## src/shared/fsktg_pkg.sv

```systemverilog
// constants, types and helpers shared by the trip/guard receiver logic
// assumes a 20 mhz pclk and apb register access
package fsktg_pkg;

  // ==========================================================
  // timebase
  localparam int CLK_FREQ_MHZ = 20;
  localparam int TICK_PERIOD_US = 1000;
  localparam int TICK_CYCLES = TICK_PERIOD_US * CLK_FREQ_MHZ;

  // ==========================================================
  // millisecond figures
  localparam int TW = 11;
  typedef logic [TW-1:0] fsktg_ms_t;
  localparam fsktg_ms_t GBT_GUARD_MS = 11'h078;
  localparam fsktg_ms_t TAG_WIN_MS = 11'h078;
  localparam fsktg_ms_t OVR_TRIP_MS = 11'h3E8;
  localparam fsktg_ms_t OVR_RESET_MS = 11'h0C8;
  localparam fsktg_ms_t PRE_MAX_MS = 11'h01E;
  localparam fsktg_ms_t HOLD_MAX_MS = 11'h064;
  localparam fsktg_ms_t UBW_MAX_MS = 11'h1F4;
  localparam fsktg_ms_t UBD_MAX_MS = 11'h064;

  // ==========================================================
  // register map
  localparam logic [7:0] OFF_CTRL = 8'h00;
  localparam logic [7:0] OFF_PRE = 8'h04;
  localparam logic [7:0] OFF_THOLD = 8'h08;
  localparam logic [7:0] OFF_GHOLD = 8'h0C;
  localparam logic [7:0] OFF_UBWIN = 8'h10;
  localparam logic [7:0] OFF_UBDLY = 8'h14;
  localparam logic [7:0] OFF_STAT = 8'h18;
  localparam int CTRL_VAR_LSB = 0;
  localparam int CTRL_GBT_LSB = 2;
  localparam logic [1:0] VAR_2F_DIRECT = 2'h0;
  localparam logic [1:0] VAR_2F_UNBLOCK = 2'h1;
  localparam logic [1:0] VAR_3F = 2'h2;
  localparam logic [1:0] VAR_4F = 2'h3;
  localparam logic [1:0] GBT_OFF = 2'h0;
  localparam logic [1:0] GBT_ON = 2'h1;
  localparam logic [1:0] GBT_OVR = 2'h2;
  localparam logic [3:0] CTRL_RST = 4'h4;
  localparam fsktg_ms_t SET_RST = 11'h000;

  // ==========================================================
  // helpers
  function automatic fsktg_ms_t fsktg_clamp(input logic [31:0] v,
                                            input fsktg_ms_t lim);
    fsktg_clamp = (v > {21'h0, lim}) ? lim : v[TW-1:0];
  endfunction : fsktg_clamp

  // continuous-condition timer: clears at once, counts on tick
  function automatic fsktg_ms_t fsktg_bump(input fsktg_ms_t c,
                                           input logic cond,
                                           input logic tick,
                                           input fsktg_ms_t lim);
    if (!cond)
      fsktg_bump = '0;
    else if (tick && c < lim)
      fsktg_bump = c + 11'h001;
    else
      fsktg_bump = c;
  endfunction : fsktg_bump

endpackage : fsktg_pkg

```

## src/verilog/fsktg_chan.sv

```systemverilog
// one guard/trip logic set: guard before trip, trip after guard,
// pre-trip, override and unblock timers
// assumes synchronised inputs and a one-cycle ms tick from the top
`timescale 1ns/1ns
module fsktg_chan (
  input wire logic pclk,
  input wire logic presetn,
  input wire logic ms_tick,
  input wire logic guard_in,
  input wire logic trip_in,
  input wire logic low_in,
  input wire logic ub_allow,
  input wire logic [1:0] gbt_mode,
  input wire fsktg_pkg::fsktg_ms_t pre_trip,
  input wire fsktg_pkg::fsktg_ms_t ub_win,
  input wire fsktg_pkg::fsktg_ms_t ub_dly,
  output logic trip_raw,
  output logic guard_raw,
  output logic low_out,
  output logic locked_out,
  output logic override_on
);
  import fsktg_pkg::*;

  fsktg_ms_t g_cnt_q;
  fsktg_ms_t t_cnt_q;
  fsktg_ms_t n_cnt_q;
  fsktg_ms_t d_cnt_q;
  fsktg_ms_t w_cnt_q;
  logic lock_q;
  logic ovr_q;
  logic loc;
  logic loc_dly;
  logic ub_on;
  logic ub_active;
  logic permit;

  // ==========================================================
  // qualifiers
  assign loc = low_in && !guard_in;
  // no delay stage where the unblock path is absent
  assign loc_dly = loc && (!ub_allow || d_cnt_q >= ub_dly);
  assign ub_on = ub_allow && (ub_win != SET_RST);
  assign ub_active = ub_on && loc_dly && (w_cnt_q < ub_win);
  assign permit = (gbt_mode == GBT_OFF) || !lock_q || ovr_q;

  // ==========================================================
  // timers, all on the shared ms tick
  always_ff @(posedge pclk or negedge presetn)
  begin
    if (!presetn)
    begin
      g_cnt_q <= '0;
      t_cnt_q <= '0;
      n_cnt_q <= '0;
      d_cnt_q <= '0;
      w_cnt_q <= '0;
    end
    else
    begin
      g_cnt_q <= fsktg_bump(g_cnt_q, guard_in, ms_tick, OVR_RESET_MS);
      t_cnt_q <= fsktg_bump(t_cnt_q, trip_in, ms_tick,
                            OVR_TRIP_MS + 11'h001);
      n_cnt_q <= fsktg_bump(n_cnt_q, !guard_in && !trip_in, ms_tick,
                            TAG_WIN_MS);
      d_cnt_q <= fsktg_bump(d_cnt_q, loc, ms_tick, UBD_MAX_MS);
      w_cnt_q <= fsktg_bump(w_cnt_q, loc_dly && ub_on, ms_tick,
                            UBW_MAX_MS);
    end
  end

  // ==========================================================
  // lockout: starts locked so guard must be seen first
  always_ff @(posedge pclk or negedge presetn)
  begin
    if (!presetn)
      lock_q <= 1'b1;
    else if (!loc && n_cnt_q >= TAG_WIN_MS)
      lock_q <= 1'b1;
    else if (ub_on && loc_dly && w_cnt_q >= ub_win)
      lock_q <= 1'b1;
    else if (g_cnt_q >= GBT_GUARD_MS)
      lock_q <= 1'b0;
  end

  // ==========================================================
  // override for open remote breaker
  always_ff @(posedge pclk or negedge presetn)
  begin
    if (!presetn)
      ovr_q <= 1'b0;
    else if (gbt_mode != GBT_OVR)
      ovr_q <= 1'b0;
    else if (t_cnt_q > OVR_TRIP_MS)
      ovr_q <= 1'b1;
    else if (g_cnt_q >= OVR_RESET_MS)
      ovr_q <= 1'b0;
  end

  // ==========================================================
  // unstretched results for the output stage
  assign trip_raw = (trip_in && permit && t_cnt_q >= pre_trip)
                    || ub_active;
  assign guard_raw = guard_in;
  assign low_out = loc_dly;
  assign locked_out = lock_q;
  assign override_on = ovr_q;

endmodule : fsktg_chan

```

## src/verilog/fsktg_top.sv

```systemverilog
// trip/guard receiver logic for fsk teleprotection, two logic sets
// assumes async detector levels on pins and an apb master on pclk
//
// Overview of operation
// - three-tone mode runs separate direct trip set
// - each path's trip drops only its guard
// - four tones feed two independent logic sets
// - command one trip keeps command two guard
// - trip waits for pre-trip delay, 0-30 ms
// - trip output stretched by trip hold time
// - guard output stretched by guard hold time
// - loss of channel trips for unblock window
// - loss means low level and no guard
// - no unblock timers in two-tone direct mode
// - trip refused until 120 ms guard seen
// - override after 1000 ms trip waives guard
// - unblock delay delays window and low output
// - no trip 120 ms after guard loss locks
// - window expiry locks until 120 ms guard
// - hold timers act on outputs only
// - override cleared 200 ms after guard returns
//
// Added by the designer: the placing of the registers and the APB interface to the registers.
`timescale 1ns/1ns
module fsktg_top #(
  parameter int CYC_PER_MS = fsktg_pkg::TICK_CYCLES
) (
  input wire logic pclk,
  input wire logic presetn,
  input wire logic psel,
  input wire logic penable,
  input wire logic pwrite,
  input wire logic [7:0] paddr,
  input wire logic [31:0] pwdata,
  output logic [31:0] prdata,
  output logic pready,
  output logic pslverr,
  input wire logic guard_tone,
  input wire logic cmd_one_tone,
  input wire logic cmd_two_tone,
  input wire logic combined_cmd_tone,
  input wire logic rx_level_low,
  output logic trip_a,
  output logic guard_a,
  output logic trip_b,
  output logic guard_b,
  output logic low_level_a,
  output logic low_level_b
);
  import fsktg_pkg::*;

  localparam int NIN = 5;
  localparam int NOUT = 4;

  logic [NIN-1:0] sync1_q;
  logic [NIN-1:0] sync2_q;
  logic [31:0] tick_cnt_q;
  logic ms_tick;
  logic [3:0] ctrl_q;
  fsktg_ms_t pre_q;
  fsktg_ms_t thold_q;
  fsktg_ms_t ghold_q;
  fsktg_ms_t ubwin_q;
  fsktg_ms_t ubdly_q;
  logic [1:0] variant;
  logic [1:0] gbt_mode;
  logic g_tone;
  logic one_tone;
  logic two_tone;
  logic both_tone;
  logic low_lvl;
  logic a_guard;
  logic a_trip;
  logic a_ub;
  logic b_guard;
  logic b_trip;
  logic b_ub;
  logic b_used;
  logic a_trip_raw;
  logic a_guard_raw;
  logic b_trip_raw;
  logic b_guard_raw;
  logic a_low;
  logic b_low;
  logic a_lock;
  logic b_lock;
  logic a_ovr;
  logic b_ovr;
  logic [NOUT-1:0] raw_v;
  logic [NOUT-1:0] out_q;
  fsktg_ms_t hold_cnt_q [NOUT];
  logic wr_en;
  logic rd_en;
  logic addr_ok;
  logic [31:0] rd_val;

  // ==========================================================
  // pin synchronisers, first stage read only by the second
  always_ff @(posedge pclk or negedge presetn)
  begin
    if (!presetn)
    begin
      sync1_q <= '0;
      sync2_q <= '0;
    end
    else
    begin
      sync1_q <= {rx_level_low, combined_cmd_tone, cmd_two_tone,
                  cmd_one_tone, guard_tone};
      sync2_q <= sync1_q;
    end
  end

  assign g_tone = sync2_q[0];
  assign one_tone = sync2_q[1];
  assign two_tone = sync2_q[2];
  assign both_tone = sync2_q[3];
  assign low_lvl = sync2_q[4];

  // ==========================================================
  // millisecond timebase
  always_ff @(posedge pclk or negedge presetn)
  begin
    if (!presetn)
      tick_cnt_q <= '0;
    else if (tick_cnt_q >= 32'(CYC_PER_MS - 1))
      tick_cnt_q <= '0;
    else
      tick_cnt_q <= tick_cnt_q + 32'h0000_0001;
  end

  assign ms_tick = (tick_cnt_q >= 32'(CYC_PER_MS - 1));

  // ==========================================================
  // tone routing per variant
  // set a is the unblock path or command one, set b the direct
  // trip path or command two; a trip tone on one set replaces
  // the shared guard tone, so it counts as guard for the other
  assign variant = ctrl_q[CTRL_VAR_LSB +: 2];
  assign gbt_mode = ctrl_q[CTRL_GBT_LSB +: 2];

  always_comb
  begin
    a_guard = g_tone;
    a_trip = one_tone;
    a_ub = 1'b0;
    b_guard = 1'b0;
    b_trip = 1'b0;
    b_ub = 1'b0;
    b_used = 1'b0;
    unique case (variant)
      VAR_2F_DIRECT:
      begin
        a_ub = 1'b0;
      end
      VAR_2F_UNBLOCK:
      begin
        a_ub = 1'b1;
      end
      VAR_3F:
      begin
        a_ub = 1'b1;
        a_guard = g_tone || two_tone;
        b_guard = g_tone || one_tone;
        b_trip = two_tone;
        b_used = 1'b1;
      end
      VAR_4F:
      begin
        a_ub = 1'b1;
        b_ub = 1'b1;
        a_trip = one_tone || both_tone;
        b_trip = two_tone || both_tone;
        a_guard = g_tone || two_tone;
        b_guard = g_tone || one_tone;
        b_used = 1'b1;
      end
    endcase
  end

  // ==========================================================
  // logic sets
  fsktg_chan u_chan_a (
    .pclk(pclk),
    .presetn(presetn),
    .ms_tick(ms_tick),
    .guard_in(a_guard),
    .trip_in(a_trip),
    .low_in(low_lvl),
    .ub_allow(a_ub),
    .gbt_mode(gbt_mode),
    .pre_trip(pre_q),
    .ub_win(ubwin_q),
    .ub_dly(ubdly_q),
    .trip_raw(a_trip_raw),
    .guard_raw(a_guard_raw),
    .low_out(a_low),
    .locked_out(a_lock),
    .override_on(a_ovr)
  );

  // second copy: its own guard before trip, lockout and override
  fsktg_chan u_chan_b (
    .pclk(pclk),
    .presetn(presetn),
    .ms_tick(ms_tick),
    .guard_in(b_guard),
    .trip_in(b_trip),
    .low_in(low_lvl && b_used),
    .ub_allow(b_ub),
    .gbt_mode(gbt_mode),
    .pre_trip(pre_q),
    .ub_win(ubwin_q),
    .ub_dly(ubdly_q),
    .trip_raw(b_trip_raw),
    .guard_raw(b_guard_raw),
    .low_out(b_low),
    .locked_out(b_lock),
    .override_on(b_ovr)
  );

  // ==========================================================
  // output stretchers, never fed back into the logic sets
  assign raw_v = {b_guard_raw && b_used, b_trip_raw,
                  a_guard_raw, a_trip_raw};

  always_ff @(posedge pclk or negedge presetn)
  begin
    if (!presetn)
    begin
      out_q <= '0;
      for (int i = 0; i < NOUT; i++)
        hold_cnt_q[i] <= '0;
    end
    else
    begin
      for (int i = 0; i < NOUT; i++)
      begin
        if (raw_v[i])
          hold_cnt_q[i] <= (i % 2 == 0) ? thold_q : ghold_q;
        else if (ms_tick && hold_cnt_q[i] != SET_RST)
          hold_cnt_q[i] <= hold_cnt_q[i] - 11'h001;
        out_q[i] <= raw_v[i] || (hold_cnt_q[i] != SET_RST);
      end
    end
  end

  assign trip_a = out_q[0];
  assign guard_a = out_q[1];
  assign trip_b = out_q[2];
  assign guard_b = out_q[3];
  assign low_level_a = a_low;
  assign low_level_b = b_low;

  // ==========================================================
  // apb slave, zero wait states
  assign pready = 1'b1;
  assign wr_en = psel && penable && pwrite;
  assign rd_en = psel && penable && !pwrite;
  assign addr_ok = (paddr == OFF_CTRL) || (paddr == OFF_PRE) ||
                   (paddr == OFF_THOLD) || (paddr == OFF_GHOLD) ||
                   (paddr == OFF_UBWIN) || (paddr == OFF_UBDLY) ||
                   (paddr == OFF_STAT);
  assign pslverr = psel && penable && !addr_ok;

  // settings above range are clamped rather than refused
  always_ff @(posedge pclk or negedge presetn)
  begin
    if (!presetn)
    begin
      ctrl_q <= CTRL_RST;
      pre_q <= SET_RST;
      thold_q <= SET_RST;
      ghold_q <= SET_RST;
      ubwin_q <= SET_RST;
      ubdly_q <= SET_RST;
    end
    else if (wr_en)
    begin
      unique case (paddr)
        OFF_CTRL: ctrl_q <= pwdata[3:0];
        OFF_PRE: pre_q <= fsktg_clamp(pwdata, PRE_MAX_MS);
        OFF_THOLD: thold_q <= fsktg_clamp(pwdata, HOLD_MAX_MS);
        OFF_GHOLD: ghold_q <= fsktg_clamp(pwdata, HOLD_MAX_MS);
        OFF_UBWIN: ubwin_q <= fsktg_clamp(pwdata, UBW_MAX_MS);
        OFF_UBDLY: ubdly_q <= fsktg_clamp(pwdata, UBD_MAX_MS);
        default: ctrl_q <= ctrl_q;
      endcase
    end
  end

  always_comb
  begin
    rd_val = '0;
    unique case (paddr)
      OFF_CTRL: rd_val = {28'h000_0000, ctrl_q};
      OFF_PRE: rd_val = {21'h00_0000, pre_q};
      OFF_THOLD: rd_val = {21'h00_0000, thold_q};
      OFF_GHOLD: rd_val = {21'h00_0000, ghold_q};
      OFF_UBWIN: rd_val = {21'h00_0000, ubwin_q};
      OFF_UBDLY: rd_val = {21'h00_0000, ubdly_q};
      OFF_STAT: rd_val = {22'h00_0000, b_ovr, a_ovr, b_lock, a_lock,
                          b_low, a_low, out_q};
      default: rd_val = '0;
    endcase
  end

  always_ff @(posedge pclk or negedge presetn)
  begin
    if (!presetn)
      prdata <= '0;
    else if (psel && !penable && !pwrite)
      prdata <= rd_val;
  end

endmodule : fsktg_top

```

## config.mk

```make
export PLATFORM = sky130hd
export DESIGN_NAME = fsktg_top
export DESIGN_NICKNAME = d
export VERILOG_FILES = /design/src/shared/fsktg_pkg.sv /design/src/verilog/fsktg_chan.sv /design/src/verilog/fsktg_top.sv
export SDC_FILE = /design/constraint.sdc
export NUM_CORES = 1
export LEC_CHECK = 0
export ABC_AREA = 0
export ABC_CLOCK_PERIOD_IN_PS = 8100
export BUFFER_PORTS_ARGS = -buffer_cell sky130_fd_sc_hd__buf_2
export CORE_ASPECT_RATIO = 1.2
export CORE_MARGIN = 4
export CORE_UTILIZATION = 25
export CTS_CLUSTER_SIZE = 40
export DETAILED_ROUTE_END_ITERATION = 7
export GPL_ROUTABILITY_DRIVEN = 0
export MAX_ROUTING_LAYER = met4
export PLACE_DENSITY = 0.5
export SLEW_MARGIN = 20
export SYNTH_ARGS = -nofsm -noshare
export SYNTH_HDL_FRONTEND = slang
export SYNTH_SLANG_ARGS = --single-unit
```

## constraint.sdc

```tcl
create_clock -name pclk -period 8.1 [get_ports pclk]
set_clock_uncertainty 0.2 [all_clocks]
set_input_delay 1.62 -clock pclk [delete_from_list [all_inputs] [get_ports pclk]]
set_output_delay 1.62 -clock pclk [all_outputs]
set_load 0.03 [all_outputs]
```

==> key figures <==
Placement
  • Final HPWL DP: 28300 um
  • Port Buffers: 67
  • Pre-CTS setup slack: approximately 3400 ps
  • Cell area after placement: 0.0154 sq mm

Detailed routing
  • First-pass DRT Iterations: 5
  • Avg WL per Cell: 17.3 um
  • Routed wire length: between 30000 and 40000 um
  • Met3 WL: 2330 um
  • Post-route DRC: 0
  • Final ANT Viol Nets: 0
  • DR vias/cell: 4.77
  • Via count of the routed design: 10800
  • Met2 routed WL: 18300 um
  • Top layer in use: met4
  • DR iter-0 viols: roughly 760
  • Met1 Wirelength: 16800 um

Clocking
  • CTS tree: built
  • Clk_lat worst skew: 570 ps
  • CTS Buf Count: 31
  • H-tree depth: 1
  • CTS Buffer Depth: 3
  • CTS Sinks: 274
  • Clock transition at the registers of the reported paths: 60 ps
  • CTS root buf: clkbuf_16
  • CTS Hold Bufs: 0
  • Setup bufs post-CTS: 0
  • Post-CTS sizing: 0

Synthesis
  • Mapped Area: 0.0142 sq mm
  • Yosys top cell area share: 0.477
  • Number of synthesized register bits: 274
  • Post-Syn Area per Cell: 10.1 sq um
  • Ys flop type: dfrtp_1
  • Seq/Total Area, Yosys: 0.483
  • Number of flops mapped to enable cells by yosys: 0
  • Synth area leaders: dfrtp_1, ha_1, nor2_1, xor2_1, nand2_1
  • Syn Inst Count: 1409
  • Asr flop ratio synth: 1.00
  • Yosys warning total: 0
  • Largest area contributor in the netlist: dfrtp_1
  • Yosys cell types: 73

Timing
  • Hold slack final: 148 ps
  • Max-slew headroom: 0.266
  • Slew @ Worst Pin: between 1000 and 1500 ps
  • Final critical-path setup slack: around 3400 ps
  • Final Hold Violating Endpoints: 0
  • Post-layout minimum cycle time: 4680 ps
  • RSZ-0062 raised after global routing: no
  • Fmax: approximately 0.21 GHz
  • Setup TNS: 0 ps
  • Pins Over Slew Limit: 0
  • Period utilization: 0.578
  • Final setup violation count: 0

Global routing
  • GRT overflow: 0
  • Number of antenna violations at the first check in global routing: 7
  • Largest net degree at the start of global routing: 166
  • All-Layer GR Usage: 0.131
  • Via count of the first global-routing pass: 11000
  • First-pass GRT wire length: about 62000 um

Power and ir drop
  • Leak pwr: 7.58 nW
  • Power Density: between 200 and 250 mW/mm^2
  • Pwr Total: 0.00371 W
  • Peak VDD IR: 0.127 mV

Critical path
  • Critical-path cell list: buf_2, nor4_2, a21oi_1, buf_2
  • Worst stage delay on the critical path: between 700 and 800 ps
  • CP delay by family, top: simple AND/OR/NAND/NOR gates
  • WP data required: 6280 ps
  • Most used cell, CP: buf_2
  • Crit path capture type: output port
  • CP max FO: 7
  • CP Buf/Inv Count: 2
  • CP arrival: around 2900 ps
  • Worst Setup Path Type: primary input to output port
  • Startpoint Class: primary input
  • Slowest cell on crit path: nor4_2

Floorplanning
  • Die W: 226 um
  • Die Ht: 269 um
  • Starting Density: 0.253
  • Rows: 95
  • CORE AREA: 0.0561 sq mm
  • IO Count: 90
  • Die area: around 0.061 sq mm

Layout
  • Largest register by flop count: hold_cnt_q
  • Fin nets: 1636
  • Layout cell share with drive strength beyond 1: 0.129
  • Multi-input logic area: 0.00693 sq mm
  • Layout fillers: between 5000 and 6000
  • Area grow syn2layout: 16.6%
  • Regs by FF count: hold_cnt_q (44), tick_cnt_q (32)
  • Fin area: roughly 0.017 sq mm
  • Register area: 0.00686 sq mm
  • Max reg flops: 44

Job
  • MaxCap Viol Count: 0

Run status
  • Status: complete, no violations

Hold path
  • HP Class: flop to flop
[placed cells by master, fill, tap and decap left out, types with 30 or more instances in the layout]
cell         n
nand4_1     35
inv_1       64
ha_1        87
xor2_1      60
xnor2_1     42
clkbuf_16   31
and3_1      47
nor2_1     174
nand2_1    109
a21oi_1     56
conb_1      39
o21ai_0     57
buf_2       66
dfrtp_1    271
nand3_1     30
[report_power, final]
| part | internal (W) | switching [W] |
|---|---|---|
| Combinational | 0.000234 | 0.000275 |
| Clock | 0.000978 | 0.000597 |
| Sequential | 0.00150 | 0.000130 |
[routing by layer]
layer | track usage | up-vias
li1 | - | 5128
met1 | 0.164 | 5280
met2 | 0.210 | 273
met3 | 0.0245 | 81
met4 | 0.0516 | 0
met5 | - | -
[layout make-up]
cell class,count,share of cell area
Clock inverter,20,0.0178
Sequential cell,274,0.414
Clock buffer,38,0.0521
Inverter,64,0.0145
Timing Repair Buffer,79,0.0270
Antenna cell,7,0.00106
Multi-Input combinational cell,1049,0.418
Tap cell,727,0.0549
[synthesized netlist by cell type, drive strengths merged (4+ instances only)]
library cell and instances:
a222oi 8, or4 10, nand2 111, xor2 60, nand2b 11, clkbuf 27
nand3 31, o311ai 5, buf 32, and4 6, o21a 4, xnor2 42
dfrtp 271, a22oi 4, ha 87, a21oi 66, nand3b 9, o31ai 6
nor4 28, o21ai 64, and3 47, a221oi 4, nor3 28, nor2b 10
a21o 13, a211oi 11, nor2 174, a31oi 20, a41oi 5, mux2 27
inv 64, nand4 35, mux2i 20, or3 9, o211ai 6, and2 21
[worst register-to-register path, cell delays in order (launching register included)]
cell and delay (ps):
dfrtp_1 470, a21oi_2 170, buf_4 400, nand2_1 470
or4_1 940, a2bb2oi_1 250, buf_4 210, mux2_2 300
[per-stage QoR]
stage	util	cells
6_report	0.295	2258
5_1_grt	0.295	2258
4_1_cts	0.295	2251
3_5_place_dp	0.274	2193
3_3_place_gp	0.274	2193
2_1_floorplan	-	1446
[final timing paths]
kind / startpoint / end / slack (ps) / depth (start not counted)
max in group asynchronous: presetn / u_chan_b.n_cnt_q[0] / 5360 / 2
max reg2reg: ctrl_q[1] / hold_cnt_q[33] / 4580 / 7
max: paddr[1] / pslverr / 3420 / 4
min in group asynchronous: presetn / u_chan_b.d_cnt_q[0] / 850 / 1
min: sync1_q[3] / sync2_q[3] / 150 / 0
min reg2reg: sync1_q[3] / sync2_q[3] / 150 / 0
[cells by family after synthesis]
family | after synthesis | synth area share
and+or+nand+nor | 536 | 0.190
DFF | 274 | 0.483
AOI/OAI and AO/OA | 238 | 0.111
buffers and inverters | 123 | 0.0406
xor gates and xnor gates | 102 | 0.0629
adders and majority gates | 87 | 0.0766
muxes | 47 | 0.0355
other | 2 | 0.000529
Power figures use the tool's default switching activity.
